==> src/hdl/rtc_regs.svh <==
`ifndef RTC_REGS_SVH
`define RTC_REGS_SVH

// timing
`define RTC_CLK_PERIOD_NS 10
`define RTC_SEC_PERIOD_MS 1000
`define RTC_PER_PERIOD_MS 500
`define RTC_UPD_LEAD_US 244
`define RTC_PWRUP_MS 200
`define RTC_SEC_CYCLES ((`RTC_SEC_PERIOD_MS * 1000000) / `RTC_CLK_PERIOD_NS)
`define RTC_PER_CYCLES ((`RTC_PER_PERIOD_MS * 1000000) / `RTC_CLK_PERIOD_NS)
`define RTC_UPD_LEAD_CYCLES ((`RTC_UPD_LEAD_US * 1000 + `RTC_CLK_PERIOD_NS - 1) / `RTC_CLK_PERIOD_NS)
`define RTC_PWRUP_CYCLES ((`RTC_PWRUP_MS * 1000000 + `RTC_CLK_PERIOD_NS - 1) / `RTC_CLK_PERIOD_NS)

// structure
`define RTC_SYNC_DEPTH 3
`define RTC_ADDR_W 7
`define RTC_MAP_BYTES 128
`define RTC_TIME_BYTES 10
`define RTC_RAM_FIRST 14

// byte offsets
`define RTC_OFS_SEC 7'h00
`define RTC_OFS_SEC_ALM 7'h01
`define RTC_OFS_MIN 7'h02
`define RTC_OFS_MIN_ALM 7'h03
`define RTC_OFS_HOUR 7'h04
`define RTC_OFS_HOUR_ALM 7'h05
`define RTC_OFS_WDAY 7'h06
`define RTC_OFS_MDAY 7'h07
`define RTC_OFS_MONTH 7'h08
`define RTC_OFS_YEAR 7'h09
`define RTC_OFS_REG_A 7'h0A
`define RTC_OFS_REG_B 7'h0B
`define RTC_OFS_REG_C 7'h0C
`define RTC_OFS_REG_D 7'h0D

// register fields
`define RTC_A_UPD_PEND 7
`define RTC_B_FREEZE 7
`define RTC_B_PER_EN 6
`define RTC_B_ALM_EN 5
`define RTC_B_UPD_EN 4
`define RTC_B_WAVE_EN 3
`define RTC_B_FMT_BIN 2
`define RTC_B_HOUR24 1
`define RTC_C_SUMMARY 7
`define RTC_FLG_UPD 0
`define RTC_FLG_ALM 1
`define RTC_FLG_PER 2
`define RTC_REG_D_VAL 8'h80
`define RTC_SEC_RO_BIT 7
`define RTC_PM_BIT 7
`define RTC_ALM_DONT_CARE 2'h3

// value limits, binary
`define RTC_SEC_MAX 7'h3B
`define RTC_MIN_MAX 7'h3B
`define RTC_HOUR24_MAX 7'h17
`define RTC_HOUR12_MAX 7'h0C
`define RTC_WDAY_MAX 7'h07
`define RTC_MONTH_MAX 7'h0C
`define RTC_YEAR_MAX 7'h63

`endif

==> src/hdl/rtc_pkg.sv <==
`include "rtc_regs.svh"

package rtc_pkg;
  typedef logic [7:0] rtc_byte_t;

  typedef enum logic [2:0] {
    BP_IDLE = 3'b001,
    BP_READ = 3'b010,
    BP_WRITE = 3'b100
  } rtc_phase_e;

  typedef struct packed {
    logic [`RTC_SYNC_DEPTH-1:0] adrSync;
    logic [`RTC_SYNC_DEPTH-1:0] dstbSync;
    logic [`RTC_SYNC_DEPTH-1:0] rwSync;
    logic [`RTC_SYNC_DEPTH-1:0] csnSync;
    logic [`RTC_SYNC_DEPTH-1:0] rstSync;
    logic [`RTC_SYNC_DEPTH-1:0][7:0] busSync;
    logic adrLvl;
    logic dstbLvl;
    logic rwLvl;
    logic csnLvl;
    logic rstLvl;
    logic [`RTC_ADDR_W-1:0] addr;
    logic addrValid;
    rtc_phase_e phase;
    rtc_byte_t rdData;
    logic adOe;
    logic [6:0] regA;
    rtc_byte_t regB;
    logic [2:0] flags;
    logic [2:0] pend;
    logic [`RTC_TIME_BYTES-1:0][7:0] tmInt;
    logic [`RTC_MAP_BYTES-1:0][7:0] mem;
    logic [31:0] secCnt;
    logic [31:0] perCnt;
    logic [31:0] pwrCnt;
    logic pwrDone;
    logic waveLvl;
    logic irqOe;
  } rtc_state_s;
endpackage

==> src/hdl/rtc_core.sv <==
`include "rtc_regs.svh"

module rtc_core #(
  parameter int SEC_CYCLES = `RTC_SEC_CYCLES,
  parameter int PER_CYCLES = `RTC_PER_CYCLES,
  parameter int UPD_LEAD_CYCLES = `RTC_UPD_LEAD_CYCLES,
  parameter int PWRUP_CYCLES = `RTC_PWRUP_CYCLES
) (
  input wire logic clk,
  input wire logic resetn,
  input wire logic addressStrobe,
  input wire logic dataStrobe,
  input wire logic readNotWrite,
  input wire logic chipSelectN,
  input wire logic resetPinN,
  input wire rtc_pkg::rtc_byte_t adIn,
  output rtc_pkg::rtc_byte_t adOut,
  output logic adOe,
  output logic irqOut,
  output logic irqOe,
  output logic squareWaveOut
);
  import rtc_pkg::*;

  if (SEC_CYCLES < 2 || PER_CYCLES < 2 || PWRUP_CYCLES < 1 || UPD_LEAD_CYCLES < 1 ||
      UPD_LEAD_CYCLES >= SEC_CYCLES) begin : g_bad_params
    $error("rtc_core: timing parameters out of range");
  end

  rtc_state_s st_q;
  rtc_state_s st_d;

  function automatic logic settle(input logic [`RTC_SYNC_DEPTH-1:0] sy, input logic cur);
    return (sy[1] == sy[2]) ? sy[2] : cur;
  endfunction

  function automatic logic [6:0] fromFmt(input rtc_byte_t v, input logic bin);
    if (bin) begin
      return v[6:0];
    end
    return 7'(v[7:4]) * 7'h0A + 7'(v[3:0]);
  endfunction

  function automatic rtc_byte_t toFmt(input logic [6:0] v, input logic bin);
    logic [6:0] tens;
    tens = v / 7'h0A;
    if (bin) begin
      return {1'b0, v};
    end
    return {tens[3:0], 4'(v - tens * 7'h0A)};
  endfunction

  function automatic logic [6:0] monthDays(input logic [6:0] mon, input logic [6:0] yr);
    unique case (mon)
      7'h02: return (yr[1:0] == 2'h0) ? 7'h1D : 7'h1C;
      7'h04, 7'h06, 7'h09, 7'h0B: return 7'h1E;
      default: return 7'h1F;
    endcase
  endfunction

  function automatic logic almHit(input rtc_byte_t alm, input rtc_byte_t cnt);
    return (alm[7:6] == `RTC_ALM_DONT_CARE) || (alm == cnt);
  endfunction

  // binary arithmetic on decoded fields keeps one path for both formats
  function automatic logic [`RTC_TIME_BYTES-1:0][7:0] advance(
    input logic [`RTC_TIME_BYTES-1:0][7:0] t,
    input logic bin,
    input logic h24
  );
    logic [6:0] sec;
    logic [6:0] mnt;
    logic [6:0] hr;
    logic [6:0] wday;
    logic [6:0] day;
    logic [6:0] mon;
    logic [6:0] yr;
    logic pm;
    logic dayStep;
    logic [`RTC_TIME_BYTES-1:0][7:0] r;
    r = t;
    sec = fromFmt(t[`RTC_OFS_SEC], bin);
    mnt = fromFmt(t[`RTC_OFS_MIN], bin);
    hr = fromFmt({1'b0, t[`RTC_OFS_HOUR][6:0]}, bin);
    wday = fromFmt(t[`RTC_OFS_WDAY], bin);
    day = fromFmt(t[`RTC_OFS_MDAY], bin);
    mon = fromFmt(t[`RTC_OFS_MONTH], bin);
    yr = fromFmt(t[`RTC_OFS_YEAR], bin);
    pm = !h24 && t[`RTC_OFS_HOUR][`RTC_PM_BIT];
    dayStep = 1'b0;
    if (sec < `RTC_SEC_MAX) begin
      sec = sec + 7'h01;
    end else begin
      sec = 7'h00;
      if (mnt < `RTC_MIN_MAX) begin
        mnt = mnt + 7'h01;
      end else begin
        mnt = 7'h00;
        if (h24) begin
          dayStep = (hr >= `RTC_HOUR24_MAX);
          hr = dayStep ? 7'h00 : hr + 7'h01;
        end else if (hr >= `RTC_HOUR12_MAX) begin
          hr = 7'h01;
        end else begin
          hr = hr + 7'h01;
          if (hr == `RTC_HOUR12_MAX) begin
            dayStep = pm;
            pm = !pm;
          end
        end
      end
    end
    if (dayStep) begin
      wday = (wday >= `RTC_WDAY_MAX) ? 7'h01 : wday + 7'h01;
      if (day >= monthDays(mon, yr)) begin
        day = 7'h01;
        if (mon >= `RTC_MONTH_MAX) begin
          mon = 7'h01;
          yr = (yr >= `RTC_YEAR_MAX) ? 7'h00 : yr + 7'h01;
        end else begin
          mon = mon + 7'h01;
        end
      end else begin
        day = day + 7'h01;
      end
    end
    r[`RTC_OFS_SEC] = toFmt(sec, bin);
    r[`RTC_OFS_MIN] = toFmt(mnt, bin);
    r[`RTC_OFS_HOUR] = toFmt(hr, bin) | {pm, 7'h00};
    r[`RTC_OFS_WDAY] = toFmt(wday, bin);
    r[`RTC_OFS_MDAY] = toFmt(day, bin);
    r[`RTC_OFS_MONTH] = toFmt(mon, bin);
    r[`RTC_OFS_YEAR] = toFmt(yr, bin);
    return r;
  endfunction

  function automatic logic isAlarmByte(input int i);
    return i == int'(`RTC_OFS_SEC_ALM) || i == int'(`RTC_OFS_MIN_ALM) || i == int'(`RTC_OFS_HOUR_ALM);
  endfunction

  always_comb begin
    logic adrNew;
    logic dstbNew;
    logic accessOk;
    logic secTick;
    logic perTick;
    logic dstbFall;
    logic clearC;
    logic holdC;
    logic freeze;
    logic updPend;
    logic [2:0] ev;
    logic [`RTC_TIME_BYTES-1:0][7:0] adv;
    rtc_byte_t wd;
    logic [`RTC_ADDR_W-1:0] a;
    st_d = st_q;
    adrNew = settle(st_q.adrSync, st_q.adrLvl);
    dstbNew = settle(st_q.dstbSync, st_q.dstbLvl);
    accessOk = 1'b0;
    secTick = 1'b0;
    perTick = 1'b0;
    dstbFall = 1'b0;
    clearC = 1'b0;
    holdC = 1'b0;
    freeze = st_q.regB[`RTC_B_FREEZE];
    updPend = 1'b0;
    ev = 3'h0;
    adv = st_q.tmInt;
    wd = st_q.busSync[2];
    a = st_q.addr;

    // three-stage pin synchronisers
    st_d.adrSync = {st_q.adrSync[1:0], addressStrobe};
    st_d.dstbSync = {st_q.dstbSync[1:0], dataStrobe};
    st_d.rwSync = {st_q.rwSync[1:0], readNotWrite};
    st_d.csnSync = {st_q.csnSync[1:0], chipSelectN};
    st_d.rstSync = {st_q.rstSync[1:0], resetPinN};
    st_d.busSync = {st_q.busSync[1:0], adIn};
    st_d.adrLvl = adrNew;
    st_d.dstbLvl = dstbNew;
    st_d.rwLvl = settle(st_q.rwSync, st_q.rwLvl);
    st_d.csnLvl = settle(st_q.csnSync, st_q.csnLvl);
    st_d.rstLvl = settle(st_q.rstSync, st_q.rstLvl);

    // power-up lockout
    if (!st_q.pwrDone) begin
      if (st_q.pwrCnt >= 32'(PWRUP_CYCLES - 1)) begin
        st_d.pwrDone = 1'b1;
      end else begin
        st_d.pwrCnt = st_q.pwrCnt + 32'h1;
      end
    end

    // time base; free-running so the reset pin cannot disturb it
    secTick = st_q.secCnt >= 32'(SEC_CYCLES - 1);
    st_d.secCnt = secTick ? 32'h0 : st_q.secCnt + 32'h1;
    updPend = !freeze && st_q.secCnt >= 32'(SEC_CYCLES - UPD_LEAD_CYCLES);
    perTick = st_q.perCnt >= 32'(PER_CYCLES - 1);
    st_d.perCnt = perTick ? 32'h0 : st_q.perCnt + 32'h1;
    if (perTick && st_q.regA[3:0] != 4'h0) begin
      ev[`RTC_FLG_PER] = 1'b1;
      st_d.waveLvl = !st_q.waveLvl;
    end
    if (!st_q.regB[`RTC_B_WAVE_EN]) begin
      st_d.waveLvl = 1'b0;
    end

    // internal copy always counts; host copy follows only when not frozen
    if (secTick) begin
      adv = advance(st_q.tmInt, st_q.regB[`RTC_B_FMT_BIN], st_q.regB[`RTC_B_HOUR24]);
      st_d.tmInt = adv;
      if (!freeze) begin
        for (int i = 0; i < `RTC_TIME_BYTES; i++) begin
          if (!isAlarmByte(i)) begin
            st_d.mem[i] = adv[i];
          end
        end
        ev[`RTC_FLG_UPD] = 1'b1;
      end
      if (almHit(st_q.mem[`RTC_OFS_SEC_ALM], adv[`RTC_OFS_SEC]) &&
          almHit(st_q.mem[`RTC_OFS_MIN_ALM], adv[`RTC_OFS_MIN]) &&
          almHit(st_q.mem[`RTC_OFS_HOUR_ALM], adv[`RTC_OFS_HOUR])) begin
        ev[`RTC_FLG_ALM] = 1'b1;
      end
    end

    // address phase: rising strobe drops the address, falling latches it
    if (adrNew && !st_q.adrLvl) begin
      st_d.addrValid = 1'b0;
    end
    if (!adrNew && st_q.adrLvl) begin
      st_d.addr = st_q.busSync[2][`RTC_ADDR_W-1:0];
      st_d.addrValid = 1'b1;
    end

    accessOk = !st_q.csnLvl && st_q.rstLvl && st_q.pwrDone && st_q.addrValid;
    if (dstbNew && !st_q.dstbLvl && accessOk) begin
      if (st_q.rwLvl) begin
        st_d.phase = BP_READ;
        st_d.adOe = 1'b1;
        unique case (a)
          `RTC_OFS_REG_A: st_d.rdData = {updPend, st_q.regA};
          `RTC_OFS_REG_B: st_d.rdData = st_q.regB;
          `RTC_OFS_REG_C: st_d.rdData = {st_q.irqOe, st_q.flags, 4'h0};
          `RTC_OFS_REG_D: st_d.rdData = `RTC_REG_D_VAL;
          default: st_d.rdData = st_q.mem[a];
        endcase
      end else begin
        st_d.phase = BP_WRITE;
      end
    end

    // data latched on the trailing strobe edge
    dstbFall = !dstbNew && st_q.dstbLvl;
    if (dstbFall) begin
      unique case (st_q.phase)
        BP_READ: clearC = a == `RTC_OFS_REG_C;
        BP_WRITE: begin
          if (accessOk) begin
            unique case (a)
              `RTC_OFS_REG_A: st_d.regA = wd[6:0];
              `RTC_OFS_REG_B: begin
                st_d.regB = wd;
                if (wd[`RTC_B_FREEZE]) begin
                  st_d.regB[`RTC_B_UPD_EN] = 1'b0;
                end else if (freeze) begin
                  st_d.tmInt = st_q.mem[`RTC_TIME_BYTES-1:0];
                end
              end
              `RTC_OFS_REG_C, `RTC_OFS_REG_D: ;
              default: begin
                st_d.mem[a] = wd;
                if (a == `RTC_OFS_SEC) begin
                  st_d.mem[a][`RTC_SEC_RO_BIT] = 1'b0;
                end
                if (a < `RTC_ADDR_W'(`RTC_TIME_BYTES) && !freeze) begin
                  st_d.tmInt[a[3:0]] = st_d.mem[a];
                end
              end
            endcase
          end
        end
        BP_IDLE: ;
      endcase
      st_d.phase = BP_IDLE;
      st_d.adOe = 1'b0;
    end

    // flags: events during a C read wait; a new event beats the clear
    holdC = st_q.phase == BP_READ && a == `RTC_OFS_REG_C;
    if (clearC) begin
      st_d.flags = st_q.pend | ev;
      st_d.pend = 3'h0;
    end else if (holdC) begin
      st_d.pend = st_q.pend | ev;
    end else begin
      st_d.flags = st_q.flags | ev;
    end

    if (!st_q.rstLvl) begin
      st_d.regB[`RTC_B_PER_EN] = 1'b0;
      st_d.regB[`RTC_B_ALM_EN] = 1'b0;
      st_d.regB[`RTC_B_UPD_EN] = 1'b0;
      st_d.regB[`RTC_B_WAVE_EN] = 1'b0;
      st_d.flags = 3'h0;
      st_d.pend = 3'h0;
      st_d.phase = BP_IDLE;
      st_d.adOe = 1'b0;
    end

    st_d.irqOe = |(st_d.flags & st_d.regB[`RTC_B_PER_EN:`RTC_B_UPD_EN]);
  end

  always_ff @(posedge clk or negedge resetn) begin
    if (!resetn) begin
      st_q <= '0;
      st_q.phase <= BP_IDLE;
    end else begin
      st_q <= st_d;
    end
  end

  assign adOut = st_q.rdData;
  assign adOe = st_q.adOe;
  assign irqOut = 1'b0;
  assign irqOe = st_q.irqOe;
  assign squareWaveOut = st_q.waveLvl;
endmodule

==> config.mk <==
export PLATFORM = sky130hd
export DESIGN_NAME = rtc_core
export DESIGN_NICKNAME = d
export VERILOG_FILES = /design/src/hdl/rtc_pkg.sv /design/src/hdl/rtc_core.sv
export VERILOG_INCLUDE_DIRS = /design/src /design/src/hdl
export SDC_FILE = /design/constraint.sdc
export NUM_CORES = 2
export LEC_CHECK = 0
export BUFFER_PORTS_ARGS = -buffer_cell sky130_fd_sc_hd__buf_4
export CAP_MARGIN = 20
export CORE_AREA = 2 2 382 384
export DETAILED_ROUTE_END_ITERATION = 6
export DIE_AREA = 0 0 384 386
export SYNTH_ARGS = -nofsm -noshare
export SYNTH_HDL_FRONTEND = slang
export SYNTH_SLANG_ARGS = --single-unit
==> constraint.sdc <==
create_clock -name clk -period 9.35 [get_ports clk]
set_clock_uncertainty 0.15 [all_clocks]
set_input_delay 0.935 -clock clk [delete_from_list [all_inputs] [get_ports clk]]
set_output_delay 0.935 -clock clk [all_outputs]
set_load 0.005 [all_outputs]
# --- Word-level counts from Yosys, hierarchy flattened ---
# Cells that the tools add are included.
# W data, S select, Z words.
totals:
  wordCells: 464
  output_inout_bits: 12
  n_memories: 0
  regBits: 1288
  latchBits: 0
  input_bits: 15
  romBits: 0
  ram_bits: 0
classes:
  bitwise_logic: 9
  shifts: 0
  div: 7
  addsub: 24
  order_cmp: 17
  n_reduce_logical: 44
  n_eq_ne: 31
  mux: 150
  multipliers: 14
ops:
  columns: ["operator", "count"]
  rows:
  - ["$mux W1024", 6]
  - ["$mux W1104", 3]
  - ["$and A1024 B1024 Y1024", 1]
  - ["$bwmux W1024", 1]
  - ["$not A1024 Y1024", 1]
  - ["$mux W7", 50]
  - ["$mux W80", 4]
  - ["$mux W8", 29]
  - ["$pmux W80 S2", 1]
  - ["$mux W32", 4]
  - ["$bmux W8 S7", 2]
  - ["$demux W8 S7", 2]
  - ["$add A32 B1 Y32 const B", 3]
  - ["$bwmux W80", 1]
  - ["$ge A32 B27 Y1 const B", 2]
  - ["$add A7 B1 Y7 const B", 7]
  - ["$add A7 B4 Y7", 7]
  - ["$div A7 B4 Y7 const B", 7]
  - ["$eq A7 B4 Y1 const B", 7]
  - ["$mul A7 B3 Y3 const B", 7]
  - ["$mul A4 B3 Y6 const B", 6]
  - ["$demux W8 S4", 1]
  - ["$ge A32 B25 Y1 const B", 1]
  - ["$ge A32 B26 Y1 const B", 1]
  - ["other kinds (48)", 142]

# --- Logic depth before layout (Yosys ltp) ---
logic_depth:
  word_depth: 39
  depth_mapped: 37
  depth_no_buf: 35

# --- Worst setup path before layout ---
# OpenSTA, ideal clock, no wires.
synth_path:
  kind: "flip-flop to flip-flop"
  from: "reg st_q[1211] in the netlist's numbering"
  to: "reg st_q (netlist bit irqOe)"
  slack_ps: 1900
  path_buffers: 13
  synth_period_minus_slack_ps: 7450
  setup_ps: 95
  t_arrival_ps: 7204
  stages_incl_launch_ff: 37
  required_time_ps: 9105
  path_cell_list: "dfrtp_1 > buf_6 > buf_6 > buf_6 > buf_6 > buf_6 > buf_2 > buf_2 > clkbuf_1 > buf_2 > buf_1 > clkbuf_1 > clkbuf_1 > clkbuf_1 > mux2_2 > ha_1 > o21ai_0 > nand2_1 > nor2_1 > nor2_1 > o21ai_0 > nand2_1 > o21ai_0 > inv_1 > ha_1 > a221o_1 > nand3_1 > ha_1 > fa_1 > nor2_1 > a21oi_1 > xor2_1 > nand3_1 > o41ai_1 > o2111a_1 > a31oi_1 > o31ai_1"
synth_rtl:
  columns: ["item", "line", "text"]
  rows:
  - ["from (decl)", "rtc_core.sv:30", "rtc_state_s st_q;"]
  - ["from (signal assigned)", "rtc_core.sv:319", "st_q <= st_d;"]

==> results.txt <==
* Internal Pwr Total: 13900 µW
* Share of the synthesized area in the top cell type: 49.1%
* Reg2Reg Capture Point: st_q[1197]$_DFF_PN0_
- In the final layout, the share of cells above drive strength 1 is 27.4%.
- In this run the worst hold path is classified as input pin to register.
- Summed over all layers, the routed wires come to 177000 µm.
* Core Footprint: 145000 µm²
- Destination of the worst hold path: st_d[1258]$_DFF_PN0_
- # DRC: 0
- Dividing total power by cell area gives a power density of 337 nW/µm².
- 27 I/O pins were placed.
- The critical path in this run is classified as register to register.
- The startpoint identified for the worst register-to-register timing path is st_q[1192]$_DFF_PN0_.
- Wire length of the first global-routing pass: 273000 µm
* Die height: 386 µm
- The clock period could shrink to 8.51 ns.
- In this run the power spent charging and discharging nets is 9900 µW.
- Of the total power, the share spent switching nets is 41.6%.
- Setup violations remaining at the end of the flow were counted as 0.
- Entering global routing, the biggest net connects 166 pins.
- Counting every sink on the clock net gives 1264.
* Final Cycle Share: 91.0%
- After floorplanning, the core was divided into 140 placement rows.
* Required @ worst endpoint: 9.90 ns
* Library cell occupying the most area in the post-synthesis netlist: dfrtp_1
* Sum of internal, switching and leakage power: 23800 µW
- Area of the die: 148000 µm²
- Cell area after synthesis: 64300 µm²
* TritonCTS clock tree: done
* NumNets Final: 5312
- The worst pin sits at a relative slew slack of 18.3%.
- For this design the static power due to leakage is 0.0317 µW.
* Reg power frac: 26.4%
* Critical path launch point type: register
* Overflow after GRT: 0
* Via count of the first global-routing pass: 43.6k
- For the worst-skew pair, the clock arrives at the later sink with an insertion delay of 0.80 ns.
- Counting the fill cells in the layout gives 12.8k.
- Data on the critical path arrives at its endpoint at 9.06 ns.
- Via count: 43.4k
- Crit Path Max Fanout: 12
- The number of hold violations in the final report is 0.
- Worst reg-to-reg path cell count: 35
- Clock root cell: clkbuf_16
- Setup slack, reg-to-reg: 0.84 ns
- The flow ran to the end, and the final reports show no timing, DRC or antenna violations.
- Setup repair after global routing left no endpoint under its margin.
* Clock transition at the register clock pins on the worst setup and hold paths after CTS: 0.06 ns
- The startpoint identified for the worst hold timing path is adIn[1].
- In the post-route analysis, the smallest setup slack over all paths is 0.838 ns.
* Achievable Freq: 117 MHz
- Placed cell area: 66000 µm²
- Routed Antenna Nets: 0
- Drt first-iter violations: 3883
* Worst slack on hold paths: 0.106 ns
- Area growth from synthesis to layout: 9.64%
- Along the worst hold path, the cell count comes to 1.
- Of the total power, the clock network draws 22.8%.
- At the end of routability-driven placement, the weighted congestion stood at 0.881.
* Pre-Repair DR Iteration Count: 6
- Ranked by total cell area, the synthesized netlist is headed by dfrtp_1 (49%), mux2_2 (13%), mux4_2 (12%).
- Port Buf Inserts: 25
- Power share of the combinational group: 50.8%
- Ys async rst share: 100%
- Average footprint of a synthesized cell: 11.9 µm²
* Maximum cell stage delay along the critical path: 0.67 ns
- The tool flagged a number of max-cap violations equal to 0.
- In the final routed layout, each cell accounts on average for 24.5 µm.
- Most common flop cell mapped by yosys: dfrtp_1
* Synth warn: 0
* Via-per-instance ratio: 6.02
* Count of cell types in the netlist: 120
* Crit end category: register
- Initial Utilization: 44.5%
- In this run the deepest clock path goes through 3 buffers.
- Flop and latch count out of synthesis: 1264
- For this run, the total global-route usage over all layers was measured as 24.1%.
- At the pin with the least slew margin, the transition time is 1.22 ns.
* Highest-delay cell along the critical path: o31ai_2
* Number of synthesized flops with an enable pin: 0
* CTS H-tree depth: 4
- In the final timing run, aggregate negative setup slack is 0 ns.
* Fraction of the yosys area taken by sequential cells: 49.2%
- Counting every instance in the synthesized netlist gives 5402.
- Once the clock tree was built, the setup fixing pass inserted 0 buffers.
- Number of antenna violations at the first check in global routing: 5
- In this run the horizontal extent of the chip is 384 µm.
- In this run, CTS created clock tree buffers numbering 138.
- Setup Slack @ Placement: 0.764 ns
* Final Slew Violations: 0
- Area of all placed cells without fillers: 70500 µm²
* Worst voltage drop across the vdd grid: 540 µV
- After legalization and detailed placement, the total HPWL measured 112000 µm.
## synthesized netlist by cell type, types with 49 or more instances
cell type,count
dfrtp_1,1263
mux2_2,716
nand2_1,615
o21ai_0,445
clkbuf_1,379
mux4_2,334
nor2_1,305
a21oi_1,167
nand3_1,83
xnor2_1,78
ha_1,77
mux2i_1,72
inv_1,70
o22ai_1,49
## worst max-delay path by stage
stage	startpoint	endpoint	cells after the start	slack (ns)
after floorplan	st_q[1211]$_DFFE_PN0P_	irqOe$_DFF_PN0_	36	1.90
after global placement	st_q[1192]$_DFF_PN0_	st_q[1197]$_DFF_PN0_	35	0.92
after detailed placement	st_q[1192]$_DFF_PN0_	st_q[1197]$_DFF_PN0_	35	0.76
after CTS	st_q[1192]$_DFF_PN0_	st_q[1197]$_DFF_PN0_	35	0.72
after global routing	st_q[1192]$_DFF_PN0_	st_q[1197]$_DFF_PN0_	35	0.11
final	st_q[1192]$_DFF_PN0_	st_q[1197]$_DFF_PN0_	35	0.84
## repair_timing
| item | 4_1_cts | 5_1_grt |
|---|---|---|
| resized for setup | 0 | 1 |
| endpoints found under the setup margin | 0 | 1 |
| endpoints found under the hold margin | 2 | 0 |
| hold buffers | 1 | 0 |
## registers in the layout (all words and copies together), names as in the netlist
name	flops
adOut	8
irqOe	1
adOe	1
squareWaveOut	1
st_q	1227
st_d	26
## worst max-delay path: cells and delay by family, from the launching register on
family | cells | cell delay [ns]
compound gates | 15 | 3.16
simple gates | 8 | 1.48
fa+ha+maj | 7 | 2.21
mux | 3 | 0.79
buf+inv | 1 | 0.06
flops | 1 | 0.46
xor+xnor | 1 | 0.12
## power by group through the flow
stage          Combinational, µW  Clock (µW)  Sequential [µW]
2_1_floorplan               9400           0             6120
3_3_place_gp               11700           0             6370
3_5_place_dp               11900           0             6370
6_report                   12100        5410             6280
4_1_cts                    11900        5520             6270
5_1_grt                    13500        5740             6310
## routing by layer
layer | wire, µm | share of wire (%) | global-route usage (%) | vias to the layer above
li1 | - | - | - | 19200
met3 | 10700 | 6.1 | 3.89 | 340
met4 | 6120 | 3.5 | 8.65 | 4
met5 | 22 | 0.012 | 0 | -
met1 | 76800 | 43 | 33.4 | 22500
met2 | 83000 | 47 | 38.4 | 1399
## per-stage QoR
stage / utilization, % / instances
final: 48.8 / 7221
after CTS: 48.8 / 7217
after global placement: 45.7 / 6973
after detailed placement: 45.7 / 6973
after floorplan: - / 5413
after global routing: 48.8 / 7220
## cell type report
cell class,instances,area [µm²],area share (%)
multi-input cells,3623,30800,43.6
flip-flops and latches,1264,31700,44.9
well taps,1917,2400,3.40
clock inverters,37,423,0.600
diodes,1,2.50,0.00355
repair buffers,103,965,1.37
inverters,70,265,0.376
clock buffers,206,4060,5.76
## cells in the final DEF (no fill, tap or decap), types with 12 or more instances in the layout
cell | netlist | final
o21a_1 | 15 | 15
a211oi_1 | 24 | 24
xor2_1 | 44 | 44
clkbuf_8 | 0 | 31
and2_1 | 28 | 27
nand2b_1 | 27 | 26
o31ai_1 | 17 | 17
dfrtp_1 | 1263 | 1250
clkbuf_16 | 0 | 140
a21oi_1 | 167 | 167
o22ai_1 | 49 | 49
mux4_2 | 334 | 334
nor4_1 | 17 | 15
a21o_1 | 19 | 19
o21ai_0 | 445 | 445
fa_1 | 20 | 20
nor2b_1 | 19 | 18
a22oi_1 | 23 | 23
mux2_2 | 716 | 716
buf_4 | 13 | 88
clkbuf_1 | 379 | 35
xnor2_1 | 78 | 78
conb_1 | 1 | 12
nand3_1 | 83 | 82
and3_1 | 36 | 36
inv_1 | 70 | 67
nand2_1 | 615 | 614
nor2_1 | 305 | 301
nand4_1 | 17 | 17
mux2i_1 | 72 | 71
o211ai_1 | 20 | 20
clkinv_2 | 0 | 23
nor3_1 | 48 | 45
ha_1 | 77 | 77
a221oi_1 | 26 | 26
a31oi_1 | 30 | 30
or3_1 | 20 | 20
## cells by family after synthesis
family,share of synthesized area [%]
AO/OA/AOI/OAI,9.42
XOR/XNOR,1.66
adder cells (fa/ha/maj),2.25
buffers and inverters,3.25
flip-flops,49.2
multiplexers,25.4
other,0.00583
AND/OR/NAND/NOR,8.88
(Power assumes the default switching activity.)
